$ cat src/core/ssa_consts.vh
/* Front end constants: characters, command codes, timing.
   Assumes a plain Verilog-2005 includer. */
`ifndef SSA_CONSTS_VH
`define SSA_CONSTS_VH

`define SSA_CLK_NS 32'h0000_0004
`define SSA_TICK_NS 32'h05F5_E100
`define SSA_TICKS_1HZ_HALF 8'h05
`define SSA_TICKS_SLEEP_ON 8'h05
`define SSA_TICKS_SLEEP_PER 8'h64
`define SSA_TICKS_MAG_ON 8'h0A

`define SSA_CH_CR 8'h0D
`define SSA_CH_SPACE 8'h20
`define SSA_CH_HASH 8'h23
`define SSA_CH_QMARK 8'h3F
`define SSA_CH_BANG 8'h21
`define SSA_CH_UP_A 8'h41
`define SSA_CH_UP_Z 8'h5A
`define SSA_CH_CASE 8'h20

`define SSA_W_DATA 48'h0000_6461_7461
`define SSA_W_SER 48'h0000_0000_736E
`define SSA_W_VER 48'h0000_0076_6572
`define SSA_W_SSN 48'h0000_0073_736E
`define SSA_W_PARA 48'h0000_7061_7261
`define SSA_W_WIPE 48'h7477_6970_6562

`define SSA_C_NONE 8'h00
`define SSA_C_DATA 8'h01
`define SSA_C_SER 8'h02
`define SSA_C_VER 8'h03
`define SSA_C_SSN 8'h04
`define SSA_C_PARA 8'h05
`define SSA_C_WIPE 8'h06
`define SSA_C_DISC 8'h0F
`define SSA_C_SDI 8'h80

`define SSA_ADDR_RST 8'h30
`define SSA_ID_RST 8'h00

`endif

$ cat src/core/ssa_front_end.v
/* Probe-to-logger command front end: command line, SDI-12, USB relay, LED.
   Assumes clk-synchronous byte streams from UART, SDI-12, USB and RS-485. */
// Summary of operation
// - LED steady without probe; 1 Hz, 0.1 Hz sleep
// - sleeping, magnet lights LED one second
// - magnet actuation starts full probe rediscovery
// - power-up also starts probe rediscovery
// - logger traffic on SDI-12 or RS-232, one
// - SDI-12 port acts as v1.3 sensor
// - answer standard SDI-12 commands
// - SDI-12 Z command carries serial subset
// - hash prompt, case-blind command words
// - only spaces split command words
// - carriage return ends and runs command
// - USB relays traffic straight to probe
// - firmware update accepted over USB
// - probe traffic goes over RS-485 link
// - detect probe, fetch its address, id
`timescale 1ns/100ps
`include "ssa_consts.vh"
module ssa_front_end #(
    parameter TICK_CYC = `SSA_TICK_NS / `SSA_CLK_NS
) (
    input wire clk,
    input wire rstn,
    input wire probe_present,
    input wire sleep_mode,
    input wire mag_sw,
    input wire sel_sdi,
    input wire rs_rx_valid,
    input wire [7:0] rs_rx_data,
    output reg rs_tx_valid,
    output reg [7:0] rs_tx_data,
    input wire rs_tx_ready,
    input wire sdi_rx_valid,
    input wire [7:0] sdi_rx_data,
    output reg sdi_tx_valid,
    output reg [7:0] sdi_tx_data,
    input wire sdi_tx_ready,
    input wire usb_active,
    input wire usb_fw_req,
    input wire usb_rx_valid,
    input wire [7:0] usb_rx_data,
    output reg usb_rx_ready,
    output reg usb_tx_valid,
    output reg [7:0] usb_tx_data,
    input wire usb_tx_ready,
    output reg p_tx_valid,
    output reg [7:0] p_tx_data,
    input wire p_tx_ready,
    input wire p_rx_valid,
    input wire [7:0] p_rx_data,
    input wire p_rx_last,
    output reg p_rx_ready,
    output reg [7:0] sdi_addr,
    output reg [7:0] sdi_id,
    output reg fw_update,
    output reg led
);
    localparam S_PR0 = 5'b00001;
    localparam S_PR1 = 5'b00010;
    localparam S_IDLE = 5'b00100;
    localparam S_WAIT = 5'b01000;
    localparam S_ERR = 5'b10000;

    reg rst_s1, rst_s2;
    wire tick;
    reg [4:0] st_r;
    reg [47:0] word_r;
    reg [2:0] wlen_r;
    reg wdone_r;
    reg [1:0] sdi_pos_r;
    reg [7:0] sdi_let_r;
    reg disc_pend_r, disc_act_r, disc_byte_r;
    reg [7:0] cmd_pend_r;
    reg mag_d_r;
    reg [7:0] led_cnt_r, mag_cnt_r;
    reg [7:0] lc;
    wire [7:0] in_ch = sel_sdi ? sdi_rx_data : rs_rx_data;
    wire in_v = sel_sdi ? sdi_rx_valid : rs_rx_valid;
    wire log_busy = rs_tx_valid | sdi_tx_valid;
    wire mag_rise = mag_sw & ~mag_d_r;

    always @(posedge clk or negedge rstn) begin
        if (!rstn) begin
            rst_s1 <= 1'b0;
            rst_s2 <= 1'b0;
        end else begin
            rst_s1 <= 1'b1;
            rst_s2 <= rst_s1;
        end
    end

    ssa_tick #(.PERIOD(TICK_CYC)) u_tick (
        .clk(clk),
        .rst_n(rst_s2),
        .tick(tick)
    );

    // case folding: 'A'..'Z' become lower case
    always @* begin
        lc = in_ch;
        if (in_ch >= `SSA_CH_UP_A && in_ch <= `SSA_CH_UP_Z)
            lc = in_ch + `SSA_CH_CASE;
    end

    function [7:0] dec_word;
        input [47:0] w;
        input sdi_ext;
        begin
            dec_word = `SSA_C_NONE;
            if (w == `SSA_W_SER)
                dec_word = `SSA_C_SER;
            else if (w == `SSA_W_VER)
                dec_word = `SSA_C_VER;
            else if (w == `SSA_W_SSN)
                dec_word = `SSA_C_SSN;
            else if (w == `SSA_W_PARA)
                dec_word = `SSA_C_PARA;
            else if (w == `SSA_W_WIPE)
                dec_word = `SSA_C_WIPE;
            else if (w == `SSA_W_DATA && !sdi_ext)
                dec_word = `SSA_C_DATA;
        end
    endfunction

    // logger side: line parser, SDI-12 parser and transmit path
    always @(posedge clk or negedge rst_s2) begin
        if (!rst_s2) begin
            st_r <= S_PR0;
            word_r <= 48'h0000_0000_0000;
            wlen_r <= 3'd0;
            wdone_r <= 1'b0;
            sdi_pos_r <= 2'd0;
            sdi_let_r <= 8'h00;
            cmd_pend_r <= `SSA_C_NONE;
            rs_tx_valid <= 1'b0;
            rs_tx_data <= 8'h00;
            sdi_tx_valid <= 1'b0;
            sdi_tx_data <= 8'h00;
            p_rx_ready <= 1'b0;
            sdi_addr <= `SSA_ADDR_RST;
            sdi_id <= `SSA_ID_RST;
        end else begin
            if (rs_tx_valid && rs_tx_ready)
                rs_tx_valid <= 1'b0;
            if (sdi_tx_valid && sdi_tx_ready)
                sdi_tx_valid <= 1'b0;
            p_rx_ready <= ~log_busy & ~p_rx_ready & ~usb_active & ~disc_act_r;
            // probe answers relayed to whichever logger port is in use
            if (p_rx_valid && p_rx_ready) begin
                p_rx_ready <= 1'b0;
                rs_tx_data <= p_rx_data;
                sdi_tx_data <= p_rx_data;
                rs_tx_valid <= ~sel_sdi;
                sdi_tx_valid <= sel_sdi;
                if (p_rx_last && st_r == S_WAIT)
                    st_r <= S_PR0;
            end
            // discovery answer: address byte then id byte
            if (disc_act_r && p_rx_valid) begin
                if (!disc_byte_r)
                    sdi_addr <= p_rx_data;
                else
                    sdi_id <= p_rx_data;
            end
            case (st_r)
                S_PR0: begin
                    if (!log_busy && !sel_sdi && !p_rx_ready) begin
                        rs_tx_data <= `SSA_CH_HASH;
                        rs_tx_valid <= 1'b1;
                        st_r <= S_PR1;
                    end else if (sel_sdi) begin
                        st_r <= S_IDLE;
                    end
                end
                S_PR1: begin
                    if (!rs_tx_valid) begin
                        rs_tx_data <= `SSA_CH_SPACE;
                        rs_tx_valid <= 1'b1;
                        st_r <= S_IDLE;
                    end
                end
                S_ERR: begin
                    if (!log_busy) begin
                        rs_tx_data <= `SSA_CH_QMARK;
                        rs_tx_valid <= 1'b1;
                        st_r <= S_PR0;
                    end
                end
                S_WAIT: begin
                    if (sel_sdi && cmd_pend_r == `SSA_C_NONE)
                        st_r <= S_IDLE;
                end
                S_IDLE: begin
                    if (in_v && !sel_sdi) begin
                        if (in_ch == `SSA_CH_CR) begin
                            // carriage return runs the line
                            wlen_r <= 3'd0;
                            wdone_r <= 1'b0;
                            word_r <= 48'h0000_0000_0000;
                            if (wlen_r == 3'd7 || dec_word(word_r, 1'b0) == `SSA_C_NONE) begin
                                st_r <= S_ERR;
                            end else begin
                                cmd_pend_r <= dec_word(word_r, 1'b0);
                                st_r <= S_WAIT;
                            end
                        end else if (in_ch == `SSA_CH_SPACE) begin
                            if (wlen_r != 3'd0)
                                wdone_r <= 1'b1;
                        end else if (!wdone_r) begin
                            // tabs and commas stay inside the word
                            if (wlen_r == 3'd6)
                                wlen_r <= 3'd7;
                            else if (wlen_r != 3'd7) begin
                                word_r <= {word_r[39:0], lc};
                                wlen_r <= wlen_r + 3'd1;
                            end
                        end
                    end else if (in_v) begin
                        // SDI-12 frame: address, letter, optional word, '!'
                        if (sdi_pos_r == 2'd0) begin
                            sdi_pos_r <= 2'd1;
                            wdone_r <= (in_ch != sdi_addr) && (in_ch != `SSA_CH_QMARK);
                            sdi_let_r <= in_ch;
                            word_r <= 48'h0000_0000_0000;
                            wlen_r <= 3'd0;
                        end else if (in_ch == `SSA_CH_BANG) begin
                            sdi_pos_r <= 2'd0;
                            if (wdone_r) begin
                                st_r <= S_IDLE;
                            end else if (sdi_pos_r == 2'd1) begin
                                // address query answers the held address
                                sdi_tx_data <= sdi_addr;
                                sdi_tx_valid <= 1'b1;
                            end else if (sdi_let_r == "A") begin
                                sdi_addr <= word_r[7:0];
                                sdi_tx_data <= word_r[7:0];
                                sdi_tx_valid <= 1'b1;
                            end else if (sdi_let_r == "Z") begin
                                if (dec_word(word_r, 1'b1) != `SSA_C_NONE) begin
                                    cmd_pend_r <= dec_word(word_r, 1'b1);
                                    st_r <= S_WAIT;
                                end
                            end else begin
                                // C, D, I, M, V go to the probe by letter
                                cmd_pend_r <= `SSA_C_SDI | {1'b0, sdi_let_r[6:0]};
                                st_r <= S_WAIT;
                            end
                        end else if (sdi_pos_r == 2'd1) begin
                            sdi_let_r <= in_ch;
                            sdi_pos_r <= 2'd2;
                        end else if (wlen_r != 3'd7) begin
                            word_r <= {word_r[39:0], lc};
                            wlen_r <= wlen_r + 3'd1;
                        end
                    end
                end
                default: st_r <= S_PR0;
            endcase
            if (p_tx_valid && p_tx_ready && !disc_act_r && !usb_active)
                cmd_pend_r <= `SSA_C_NONE;
        end
    end

    // probe side: discovery, USB relay and command issue
    always @(posedge clk or negedge rst_s2) begin
        if (!rst_s2) begin
            disc_pend_r <= 1'b1; // every power-up rediscovers
            disc_act_r <= 1'b0;
            disc_byte_r <= 1'b0;
            mag_d_r <= 1'b0;
            p_tx_valid <= 1'b0;
            p_tx_data <= 8'h00;
            usb_rx_ready <= 1'b0;
            usb_tx_valid <= 1'b0;
            usb_tx_data <= 8'h00;
            fw_update <= 1'b0;
        end else begin
            mag_d_r <= mag_sw;
            fw_update <= usb_active & usb_fw_req;
            if (mag_rise)
                disc_pend_r <= 1'b1;
            if (p_tx_valid && p_tx_ready)
                p_tx_valid <= 1'b0;
            if (usb_tx_valid && usb_tx_ready)
                usb_tx_valid <= 1'b0;
            usb_rx_ready <= usb_active & ~p_tx_valid & ~usb_rx_ready & ~disc_act_r;
            if (disc_act_r && p_rx_valid) begin
                disc_byte_r <= 1'b1;
                if (p_rx_last) begin
                    disc_act_r <= 1'b0;
                    disc_byte_r <= 1'b0;
                end
            end
            // usb traffic passes both ways untouched
            if (usb_active && p_rx_valid && !usb_tx_valid && !disc_act_r) begin
                usb_tx_data <= p_rx_data;
                usb_tx_valid <= 1'b1;
            end
            if (!p_tx_valid) begin
                if (disc_pend_r && probe_present && !disc_act_r && !mag_rise) begin
                    p_tx_data <= `SSA_C_DISC;
                    p_tx_valid <= 1'b1;
                    disc_pend_r <= 1'b0;
                    disc_act_r <= 1'b1;
                end else if (usb_active && usb_rx_valid && usb_rx_ready) begin
                    usb_rx_ready <= 1'b0;
                    p_tx_data <= usb_rx_data;
                    p_tx_valid <= 1'b1;
                end else if (!usb_active && !disc_act_r && cmd_pend_r != `SSA_C_NONE) begin
                    p_tx_data <= cmd_pend_r;
                    p_tx_valid <= 1'b1;
                end
            end
        end
    end

    // status LED, paced by the tenth-second tick
    always @(posedge clk or negedge rst_s2) begin
        if (!rst_s2) begin
            led_cnt_r <= 8'h00;
            mag_cnt_r <= 8'h00;
            led <= 1'b1;
        end else begin
            if (mag_rise && sleep_mode)
                mag_cnt_r <= `SSA_TICKS_MAG_ON;
            else if (tick && mag_cnt_r != 8'h00)
                mag_cnt_r <= mag_cnt_r - 8'h01;
            if (tick) begin
                if (led_cnt_r >= (sleep_mode ? `SSA_TICKS_SLEEP_PER : `SSA_TICKS_1HZ_HALF * 8'h02) - 8'h01)
                    led_cnt_r <= 8'h00;
                else
                    led_cnt_r <= led_cnt_r + 8'h01;
            end
            if (!probe_present)
                led <= 1'b1;
            else if (sleep_mode)
                led <= (mag_cnt_r != 8'h00) || (led_cnt_r < `SSA_TICKS_SLEEP_ON);
            else
                led <= led_cnt_r < `SSA_TICKS_1HZ_HALF;
        end
    end
endmodule

$ cat src/core/ssa_tick.v
/* One-cycle enable every PERIOD clocks.
   Assumes an already released active-low reset. */
`timescale 1ns/100ps
module ssa_tick #(
    parameter PERIOD = 32'd25000000
) (
    input wire clk,
    input wire rst_n,
    output reg tick
);
    reg [31:0] cnt_r;

    always @(posedge clk or negedge rst_n) begin
        if (!rst_n) begin
            cnt_r <= 32'h0000_0000;
            tick <= 1'b0;
        end else if (cnt_r >= PERIOD - 32'd1) begin
            cnt_r <= 32'h0000_0000;
            tick <= 1'b1;
        end else begin
            cnt_r <= cnt_r + 32'd1;
            tick <= 1'b0;
        end
    end
endmodule

$ cat config.mk
export PLATFORM = sky130hd
export DESIGN_NAME = ssa_front_end
export DESIGN_NICKNAME = d
export VERILOG_FILES = /design/src/core/ssa_front_end.v /design/src/core/ssa_tick.v
export VERILOG_INCLUDE_DIRS = /design/src /design/src/core
export SDC_FILE = /design/constraint.sdc
export NUM_CORES = 1
export LEC_CHECK = 0
export ABC_AREA = 1
export BUFFER_PORTS_ARGS = -buffer_cell sky130_fd_sc_hd__buf_4
export CAP_MARGIN = 20
export CELL_PAD_IN_SITES_DETAIL_PLACEMENT = 1
export CELL_PAD_IN_SITES_GLOBAL_PLACEMENT = 1
export CORE_ASPECT_RATIO = 1.4
export CORE_MARGIN = 1.5
export CORE_UTILIZATION = 44
export DETAILED_ROUTE_END_ITERATION = 8
export GPL_ROUTABILITY_DRIVEN = 0
export PLACE_DENSITY = 0.92
export SETUP_SLACK_MARGIN = 0.4
export SYNTH_ARGS = -nofsm -noshare
export SYNTH_HDL_FRONTEND = slang
export SYNTH_SLANG_ARGS = --single-unit
$ cat constraint.sdc
create_clock -name clk -period 7.2 [get_ports clk]
set_input_delay 0.72 -clock clk [delete_from_list [all_inputs] [get_ports clk]]
set_output_delay 0.72 -clock clk [all_outputs]
set_load 0.05 [all_outputs]
[Word-level counts from Yosys, hierarchy flattened]
Index checks and enable logic that the tools add are counted.
Operators by class
  add/sub/neg operators: 6
  multipliers: 0
  divide/modulo/power cells: 0
  order comparisons: 5
  equal/unequal tests: 37
  shifts and indexed selects: 0
  multiplexer cells: 160
  bitwise operators: 18
  reduce and logical (&&, ||, !) cells: 61
Operators with widths (number)
  $mux 8: 61
  $mux 48: 10
  $eq 48x23->1 const B: 2
  $eq 48x31->1 const B: 2
  $mux 5: 18
  $mux 3: 18
  $eq 48x15->1 const B: 1
  $eq 48x47->1 const B: 1
  $mux 1: 45
  $add 32x1->32 const B: 1
  $ge 32x25->1 const B: 1
  $mux 32: 1
  $logic_and 1x1->1: 27
  $pmux 5 s5: 1
  $pmux 8 s3: 1
  $reduce_bool 8->1: 3
  $eq 8x6->1 const B: 2
  $eq 8x7->1 const B: 2
  $logic_not 8->1: 2
  $ne 3x2->1 const B: 5
  $ne 3x3->1 const B: 5
  $reduce_bool 3->1: 5
  $ne 3x1->1 const B: 4
  $reduce_bool 2->1: 6
  other kinds (36): 63
Word-level totals
  flip-flop bits (word level): 186
  bits in latches: 0
  bits in writable memories: 0
  ROM bits: 0
  input port bits: 49
  output and inout bits: 56
  logic and storage cells: 318
  memories kept: 0

[Longest topological paths before layout]
Gate-level depths: netlist (run 1).
  depth after elaboration: 27
  mapped depth: 17
  mapped depth without buffers: 17

[Modules after synthesis]
Synthesis (run 1) repeated with hierarchy kept, for this count alone.
Second synthesis, totals
  cells, all modules: 1425
  area, all modules: 10644.0 um^2
Modules (own cells, without submodules)
  ssa_front_end: times used 1, cells an instance 1218, area an instance 8906.0 um^2, sequential area each 3834.9 um^2
  ssa_tick: times used 1, cells an instance 207, area an instance 1737.9 um^2, sequential area each 825.8 um^2

[Worst setup path after synthesis (run 1)]
OpenSTA, ideal clock, no wires.
  path type: in2reg
  from: in sel_sdi
  to: reg word_r[10]
  setup time: 131 ps
  arrival time: 2091 ps
  data required time: 7069 ps
  slack: 4978 ps
  cell stages on the path: 13
  path buffers: 3
  cell sequence: inv_2 -> buf_6 -> nand2_1 -> nand2_2 -> nand2_4 -> nor3_4 -> nor2_4 -> o21ai_4 -> nand3_4 -> nor2_8 -> buf_12 -> buf_12 -> o22ai_2
Between the ends
  cells in the longest elaborated chain, start to end: 4
  elaborated cells on any way between the ends: 16
  classes of those cells: 8 x eq/ne; 4 x mux; 4 x reduce/logical
RTL lines
  start: declaration: line ssa_front_end.v:29  | input wire sel_sdi,
  $mux 8 (tied with other cells): line ssa_front_end.v:79  | wire [7:0] in_ch = sel_sdi ? sdi_rx_data : rs_rx_data;
  $eq 8x4->1 (no source line) (tied with other cells)
  $ne 3x3->1 (no source line) (tied with other cells)
  $reduce_and 7->1 (no source line) / $mux 48 (equally long branches)
  end signal: assignment: line ssa_front_end.v:216  | word_r <= {word_r[39:0], lc};
  end signal: assignment: line ssa_front_end.v:254  | word_r <= {word_r[39:0], lc};
  end: declaration: line ssa_front_end.v:69  | reg [47:0] word_r;
Parallel ways exist; a longest one is shown, timed or not.
A chain may end at the register's enable or synchronous reset.

[Worst setup path in the final report (run 1)]
  from: in sel_sdi
  to: reg word_r[2]
Between the ends
  cells in the longest elaborated chain, start to end: 10
  elaborated cells on any way between the ends: 29
  classes of those cells: 1 x add/sub; 2 x order compare; 8 x eq/ne; 13 x mux; 5 x reduce/logical
RTL lines
  $mux 8: line ssa_front_end.v:79
  $ge 8x7->1 (no source line) / $le 8x7->1 (equally long branches)
  $logic_and 1x1->1 (no source line)
  $mux 8: line ssa_front_end.v:103  | if (in_ch >= `SSA_CH_UP_A && in_ch <= `SSA_CH_UP_Z)
  $mux 48: line ssa_front_end.v:215, ssa_front_end.v:253
  $mux 48 (on tied branches): line ssa_front_end.v:250, ssa_front_end.v:213
  $mux 48 (on tied branches): line ssa_front_end.v:228, ssa_front_end.v:211
  $mux 48 (on tied branches): line ssa_front_end.v:222, ssa_front_end.v:208
  $mux 48 (on tied branches): line ssa_front_end.v:220, ssa_front_end.v:197
  $mux 48: line ssa_front_end.v:196  | if (in_v && !sel_sdi) begin
Parallel ways exist; a longest one is shown, timed or not. The select of a mux whose other input is x is not followed.

==> results.json, run 1 <==
{
  "synthCells": 1388,
  "intPower_mw": 2.78,
  "clock_latency_ns": 0.46,
  "top_regs": "word_r: 48 flops, u_tick.cnt_r: 32 flops",
  "cts-hold-fix-buffers": 0,
  "die_width_um": 135,
  "leakage_nw": 5.93,
  "vias_per_cell": 5.60,
  "ctsResizeCount": 0,
  "final_nets": 1549,
  "gr-usage-met1_pct": 31.9,
  "synth.avg_cell_area_um2": 7.72,
  "grt_usage_pct": 28.8,
  "swShare_pct": 46.7,
  "clockRootBuffer": "clkbuf_16",
  "cts_tree": "built",
  "worstPathArrival_ns": 4.07,
  "min_path_type": "primary input to async pin",
  "worst_slew_pin_slew_ns": 1.03,
  "ant_nets": 0,
  "worst_slew_margin_rel_pct": 31.2,
  "vias": 10100,
  "post_drt_wl_per_cell_um": 19.2,
  "finalHoldViolations": 0,
  "sequentialPowerShare_pct": 34.5,
  "drtIter0Drc": 533,
  "synth_flop_cell": "dfrtp_1",
  "largest_reg_flops": 48,
  "power.clock.fraction_pct": 19.9,
  "switching_power_mw": 2.43,
  "period_share_pct": 51.9,
  "layout_min_cycle_time_ns": 3.73,
  "antennaDiodeCount": 0,
  "setup_slack_ns": 3.47,
  "firstDrtPassIters": 5,
  "async_flop_share_pct": 100,
  "r2r_start": "st_r[2]",
  "fill_cells": 2990,
  "die_h_um": 188,
  "dp_worst_setup_slack_ns": 3.05,
  "startpoint_type": "primary input",
  "postCtsSetupRepairBufs": 0,
  "met2_usage_pct": 51.2,
  "powerDensity_nw_per_um2": 423,
  "critPathKind": "primary input to flop",
  "regMostFlops": "word_r",
  "num_io_pins": 105,
  "layout_commonest_cell": "nand2_1",
  "synth_warnings": 0,
  "start_util_pct": 44.8,
  "yosysUniqueCellTypes": 52,
  "max-cap-violations": 0,
  "synth_edf_count": 0,
  "core_um2": 23900,
  "mappedNetlistArea_um2": 10700,
  "cts_max_level": 4,
  "mostFrequentLayoutCells": "350 x nand2_1, 180 x dfrtp_1, 173 x nor2_1",
  "grt_antenna_before_repair": 0,
  "grt_pass1_wl_um": 57100,
  "port_buffers": 104,
  "finalMaxSlewViolations": 0,
  "area_growth_syn_to_layout_pct": 15.1,
  "overflow": 0,
  "top_usage_layer": "met2",
  "r2r-end": "word_r[2]",
  "r2r_cells": 8,
  "remaining_drc_errors": 0,
  "clockBufferDepth": 2,
  "clock_sinks": 186,
  "worstSetupStartpoint": "sel_sdi",
  "fin_skew_ns": 0.0121,
  "path_clk_slew_ns": 0.07,
  "grt_max_degree": 94,
  "ir_drop_mv": 0.251,
  "rsz0062_at_grt": "no",
  "drive_above_1_share_pct": 15.6,
  "setup_viol": 0,
  "outcome": "completed",
  "placementRows": 67,
  "yosysSeqAreaShare_pct": 43.5,
  "synth_seq_cells": 186,
  "fin_tns_setup_ns": 0,
  "cp_data_required_time_ns": 7.54,
  "cts_buffers": 17,
  "grt_pass1_vias": 11200,
  "rrSetupSlack_ns": 3.67,
  "met3_usage_pct": 4.00,
  "clock.fmax_mhz": 268,
  "path_max_fanout": 47,
  "power_frac_comb_pct": 45.6,
  "dpl.hpwl_um": 25500,
  "dieArea_um2": 25300,
  "cp-end-kind": "flop",
  "total_power_mw": 5.21,
  "postRouteWirelength_um": 34800
}
[worst max-delay path: stages]
cell     delay [ns]
buf_4          0.21
inv_2          0.20
or2_4          0.29
o21ai_4        0.11
nand2_4        0.09
nor3_4         0.23
nor2_4         0.10
o21ai_4        0.08
nand3_4        0.14
nor2_8         0.77
nand2_4        0.69
o22ai_2        0.36
[area by class of cell]
cell class | instances | area (um2) | area share, %
Clock inverter | 13 | 191 | 1.55
Multi-Input combinational cell | 995 | 5150 | 41.8
Sequential cell | 186 | 4660 | 37.8
Inverter | 180 | 678 | 5.50
Timing Repair Buffer | 107 | 803 | 6.52
Clock buffer | 19 | 453 | 3.67
Tap cell | 310 | 388 | 3.15
[worst max-delay path by stage]
stage | end | depth (start not counted)
floorplan | cmd_pend_r[0] | 0
global placement | word_r[45] | 12
detailed placement | word_r[44] | 12
CTS | word_r[44] | 12
global route | word_r[44] | 12
finish | word_r[2] | 12
[per-layer routing]
layer,vias to the layer above,share of wire (%)
met5,-,0
li1,4739,-
met2,274,52
met3,145,3.3
met1,4975,39
met4,0,6.3
[per-stage QoR]
step	std cells	instance area [um2]	hold slack [ns]	util, %
final	1810	12300	0.0353	51.6
after floorplan	1394	10700	0.331	-
after CTS	1810	12300	0.0300	51.6
after detailed placement	1778	11700	0.341	48.9
after global placement	1778	11700	0.338	48.9
after global routing	1810	12300	0.0290	51.6
[cells by family (layout without fill, tap and decap cells)]
family,after synthesis,in the layout,synth area share (%)
DFF,186,186,43.5
other,2,8,0.0701
buffers and inverters,213,319,8.68
and+or+nand+nor,708,708,28.8
adders and majority gates,13,13,1.52
muxes,1,1,0.105
AOI/OAI and AO/OA,244,244,15.6
xor gates and xnor gates,21,21,1.72
[synthesized netlist by cell type (5+ instances only)]
cell type	instances	area share, %
nor3_1	24	1.1
nand2_4	7	0.74
xor2_1	16	1.3
nand2_1	351	12
inv_1	171	6.0
clkbuf_1	18	0.63
nand3_1	83	3.9
xnor2_1	5	0.41
o22ai_1	10	0.58
dfstp_2	5	1.2
o22ai_2	40	4.7
inv_2	7	0.25
a31oi_1	12	0.70
nor2_2	6	0.35
ha_1	13	1.5
nor2_1	173	6.1
o31ai_1	5	0.35
nand2_2	9	0.53
o221ai_1	9	0.74
buf_12	5	0.93
nand4_1	28	1.6
nor4_1	8	0.47
dfrtp_1	181	42
buf_6	6	0.63
o21ai_0	128	6.0
a21oi_1	25	1.2
[power groups by stage]
stage                     Combinational, mW  Sequential, mW  Clock (mW)
final                                  2.38            1.80        1.04
after global routing                   2.59            1.84        1.08
after CTS                              2.38            1.79        1.05
after detailed placement               2.33            1.80           0
after global placement                 2.24            1.78           0
after floorplan                        1.21            2.17           0
Note: power is estimated with default switching activity, not from simulation.
==> run 2, diff against run 1 <==
- clock period: 7.2 -> 3.6 ns (I/O delays scaled with it)
==> run 2 against run 1 <==
Cell count rose by 0.22%. Critical path depth is 5 lower. Clock power rose by 74%. Die area unchanged. Utilization fell by 0.15 points. First-iteration DRC count rose by 35%. Design area shrank 0.28%.
==> results.json, run 2 (synthesized netlist as in run 1, its figures left out) <==
{
  "finalHoldViolations": 0,
  "grt_antenna_before_repair": 0,
  "area_growth_syn_to_layout_pct": 14.7,
  "min_path_type": "primary input to flop",
  "ir_drop_mv": 0.475,
  "cp_data_required_time_ns": 3.93,
  "path_clk_slew_ns": 0.07,
  "regMostFlops": "word_r",
  "postCtsSetupRepairBufs": 0,
  "clock_sinks": 186,
  "fin_skew_ns": 0.0101,
  "power.clock.fraction_pct": 17.8,
  "drt-met1-wl_um": 13900,
  "antennaDiodeCount": 0,
  "clockBufferDepth": 2,
  "grt_pass1_wl_um": 57800,
  "leakage_nw": 5.93,
  "dpl.hpwl_um": 26300,
  "crit_family": "simple AND/OR/NAND/NOR gates",
  "layout_commonest_cell": "nand2_1",
  "power_frac_comb_pct": 46.6,
  "startpoint_type": "flop",
  "path_max_fanout": 24,
  "cts_tree": "built",
  "intPower_mw": 5.34,
  "worst_slew_pin_slew_ns": 0.973,
  "clock_latency_ns": 0.46,
  "post-route-util_pct": 51.4,
  "cpPeakStageDelay_ns": 0.62,
  "grt_max_degree": 67,
  "post_drt_wl_per_cell_um": 19.7,
  "switching_power_mw": 4.85,
  "cp_num_buf_inv": 1,
  "routed.top_layer": "met4",
  "worst_slew_margin_rel_pct": 35.2,
  "top_regs": "word_r: 48 flops, u_tick.cnt_r: 32 flops",
  "firstDrtPassIters": 5,
  "die_width_um": 135,
  "swShare_pct": 47.6,
  "period_share_pct": 78.6,
  "powerDensity_nw_per_um2": 829,
  "clockRootBuffer": "clkbuf_16",
  "largest_reg_flops": 48,
  "setup_viol": 0,
  "fin_tns_setup_ns": 0,
  "critPathSlowestCell": "nand3_1",
  "path_cells": "nor2_1 -> inv_1 -> nor4_2 -> nand2_1 -> nor2_2 -> nand3_1 -> o221ai_1",
  "layout_min_cycle_time_ns": 2.83,
  "grt_usage_pct": 29.2,
  "cts_buffers": 17,
  "ctsResizeCount": 0,
  "sequentialPowerShare_pct": 35.6,
  "overflow": 0,
  "mostFrequentLayoutCells": "350 x nand2_1, 180 x dfrtp_1, 173 x nor2_1",
  "finalMaxSlewViolations": 0,
  "vias": 10200,
  "max-cap-violations": 0,
  "clock.fmax_mhz": 353,
  "cp-end-kind": "flop",
  "outcome": "completed",
  "dieArea_um2": 25300,
  "start_util_pct": 44.8,
  "met3WireLength_um": 1390,
  "num_io_pins": 105,
  "ant_nets": 0,
  "critPathKind": "flop to flop",
  "grt_pass1_vias": 11100,
  "placementRows": 67,
  "cts_max_level": 4,
  "port_buffers": 104,
  "remaining_drc_errors": 0,
  "core_um2": 23900,
  "worstPathArrival_ns": 3.16,
  "die_h_um": 188,
  "drive_above_1_share_pct": 15.6,
  "wl_met2_um": 18700,
  "final_nets": 1555,
  "vias_per_cell": 5.62,
  "drtIter0Drc": 722,
  "postRouteWirelength_um": 35700,
  "rsz0062_at_grt": "no"
}
==> run 2: final cells by class <==
class / count / area [um2]
inverter: 180 / 678
sequential: 186 / 4660
clock buffer: 22 / 464
multi-input combinational: 995 / 5150
timing repair buffer: 113 / 876
clock inverter: 8 / 72.6
fill: 3013 / 11600
tap: 310 / 388
==> run 2: metal layers <==
layer | up-vias | global-route usage, %
met2 | 265 | 52.3
li1 | 4737 | -
met3 | 113 | 5.19
met4 | 0 | 15.7
met5 | - | 0
met1 | 5084 | 32.6
==> run 2: final timing paths <==
kind / startpoint / end / slack, ns / depth (start not counted)
min in group asynchronous: rstn / rst_s1 / 0.22 / 2
min: mag_sw / mag_d_r / 0.02 / 1
max reg2reg: st_r[1] / sdi_tx_data[6] / 0.77 / 7
min reg2reg: rst_s1 / rst_s2 / 0.35 / 0
max: st_r[1] / sdi_tx_data[6] / 0.77 / 7
max in group asynchronous: rst_s2 / led_cnt_r[6] / 2.21 / 1
==> run 2: repair_timing <==
action                                  CTS  global route
hold buffers                              1             0
hold endpoints to repair                  2             0
endpoints found under the setup margin    0             0
==> run 2: worst register-to-register path: stages, from the launching register on <==
cell and delay, ns:
dfrtp_1 0.42, nor2_1 0.12, inv_1 0.09, nor4_2 0.46, nand2_1 0.26, nor2_2 0.23
nand3_1 0.62, o221ai_1 0.52
==> run 2: power groups by stage <==
stage / clock, mW / sequential, mW / combinational, mW
6_report: 1.81 / 3.63 / 4.75
5_1_grt: 1.89 / 3.71 / 5.17
4_1_cts: 1.83 / 3.60 / 4.76
3_5_place_dp: 0 / 3.61 / 4.68
3_3_place_gp: 0 / 3.55 / 4.46
2_1_floorplan: 0 / 4.33 / 2.42
==> run 2: metrics by stage <==
stage / power (mW) / std cells / setup slack [ns] / cell area (um2) / hold slack [ns]
3_3_place_gp: 8.01 / 1783 / 0.801 / 11700 / 0.146
4_1_cts: 10.2 / 1814 / 0.907 / 12300 / 0.00570
5_1_grt: 10.8 / 1814 / 0.599 / 12300 / 0.0107
6_report: 10.2 / 1814 / 0.769 / 12300 / 0.0163
2_1_floorplan: 6.75 / 1394 / 0.536 / 10700 / 0.0644
3_5_place_dp: 8.28 / 1783 / 0.660 / 11700 / 0.149
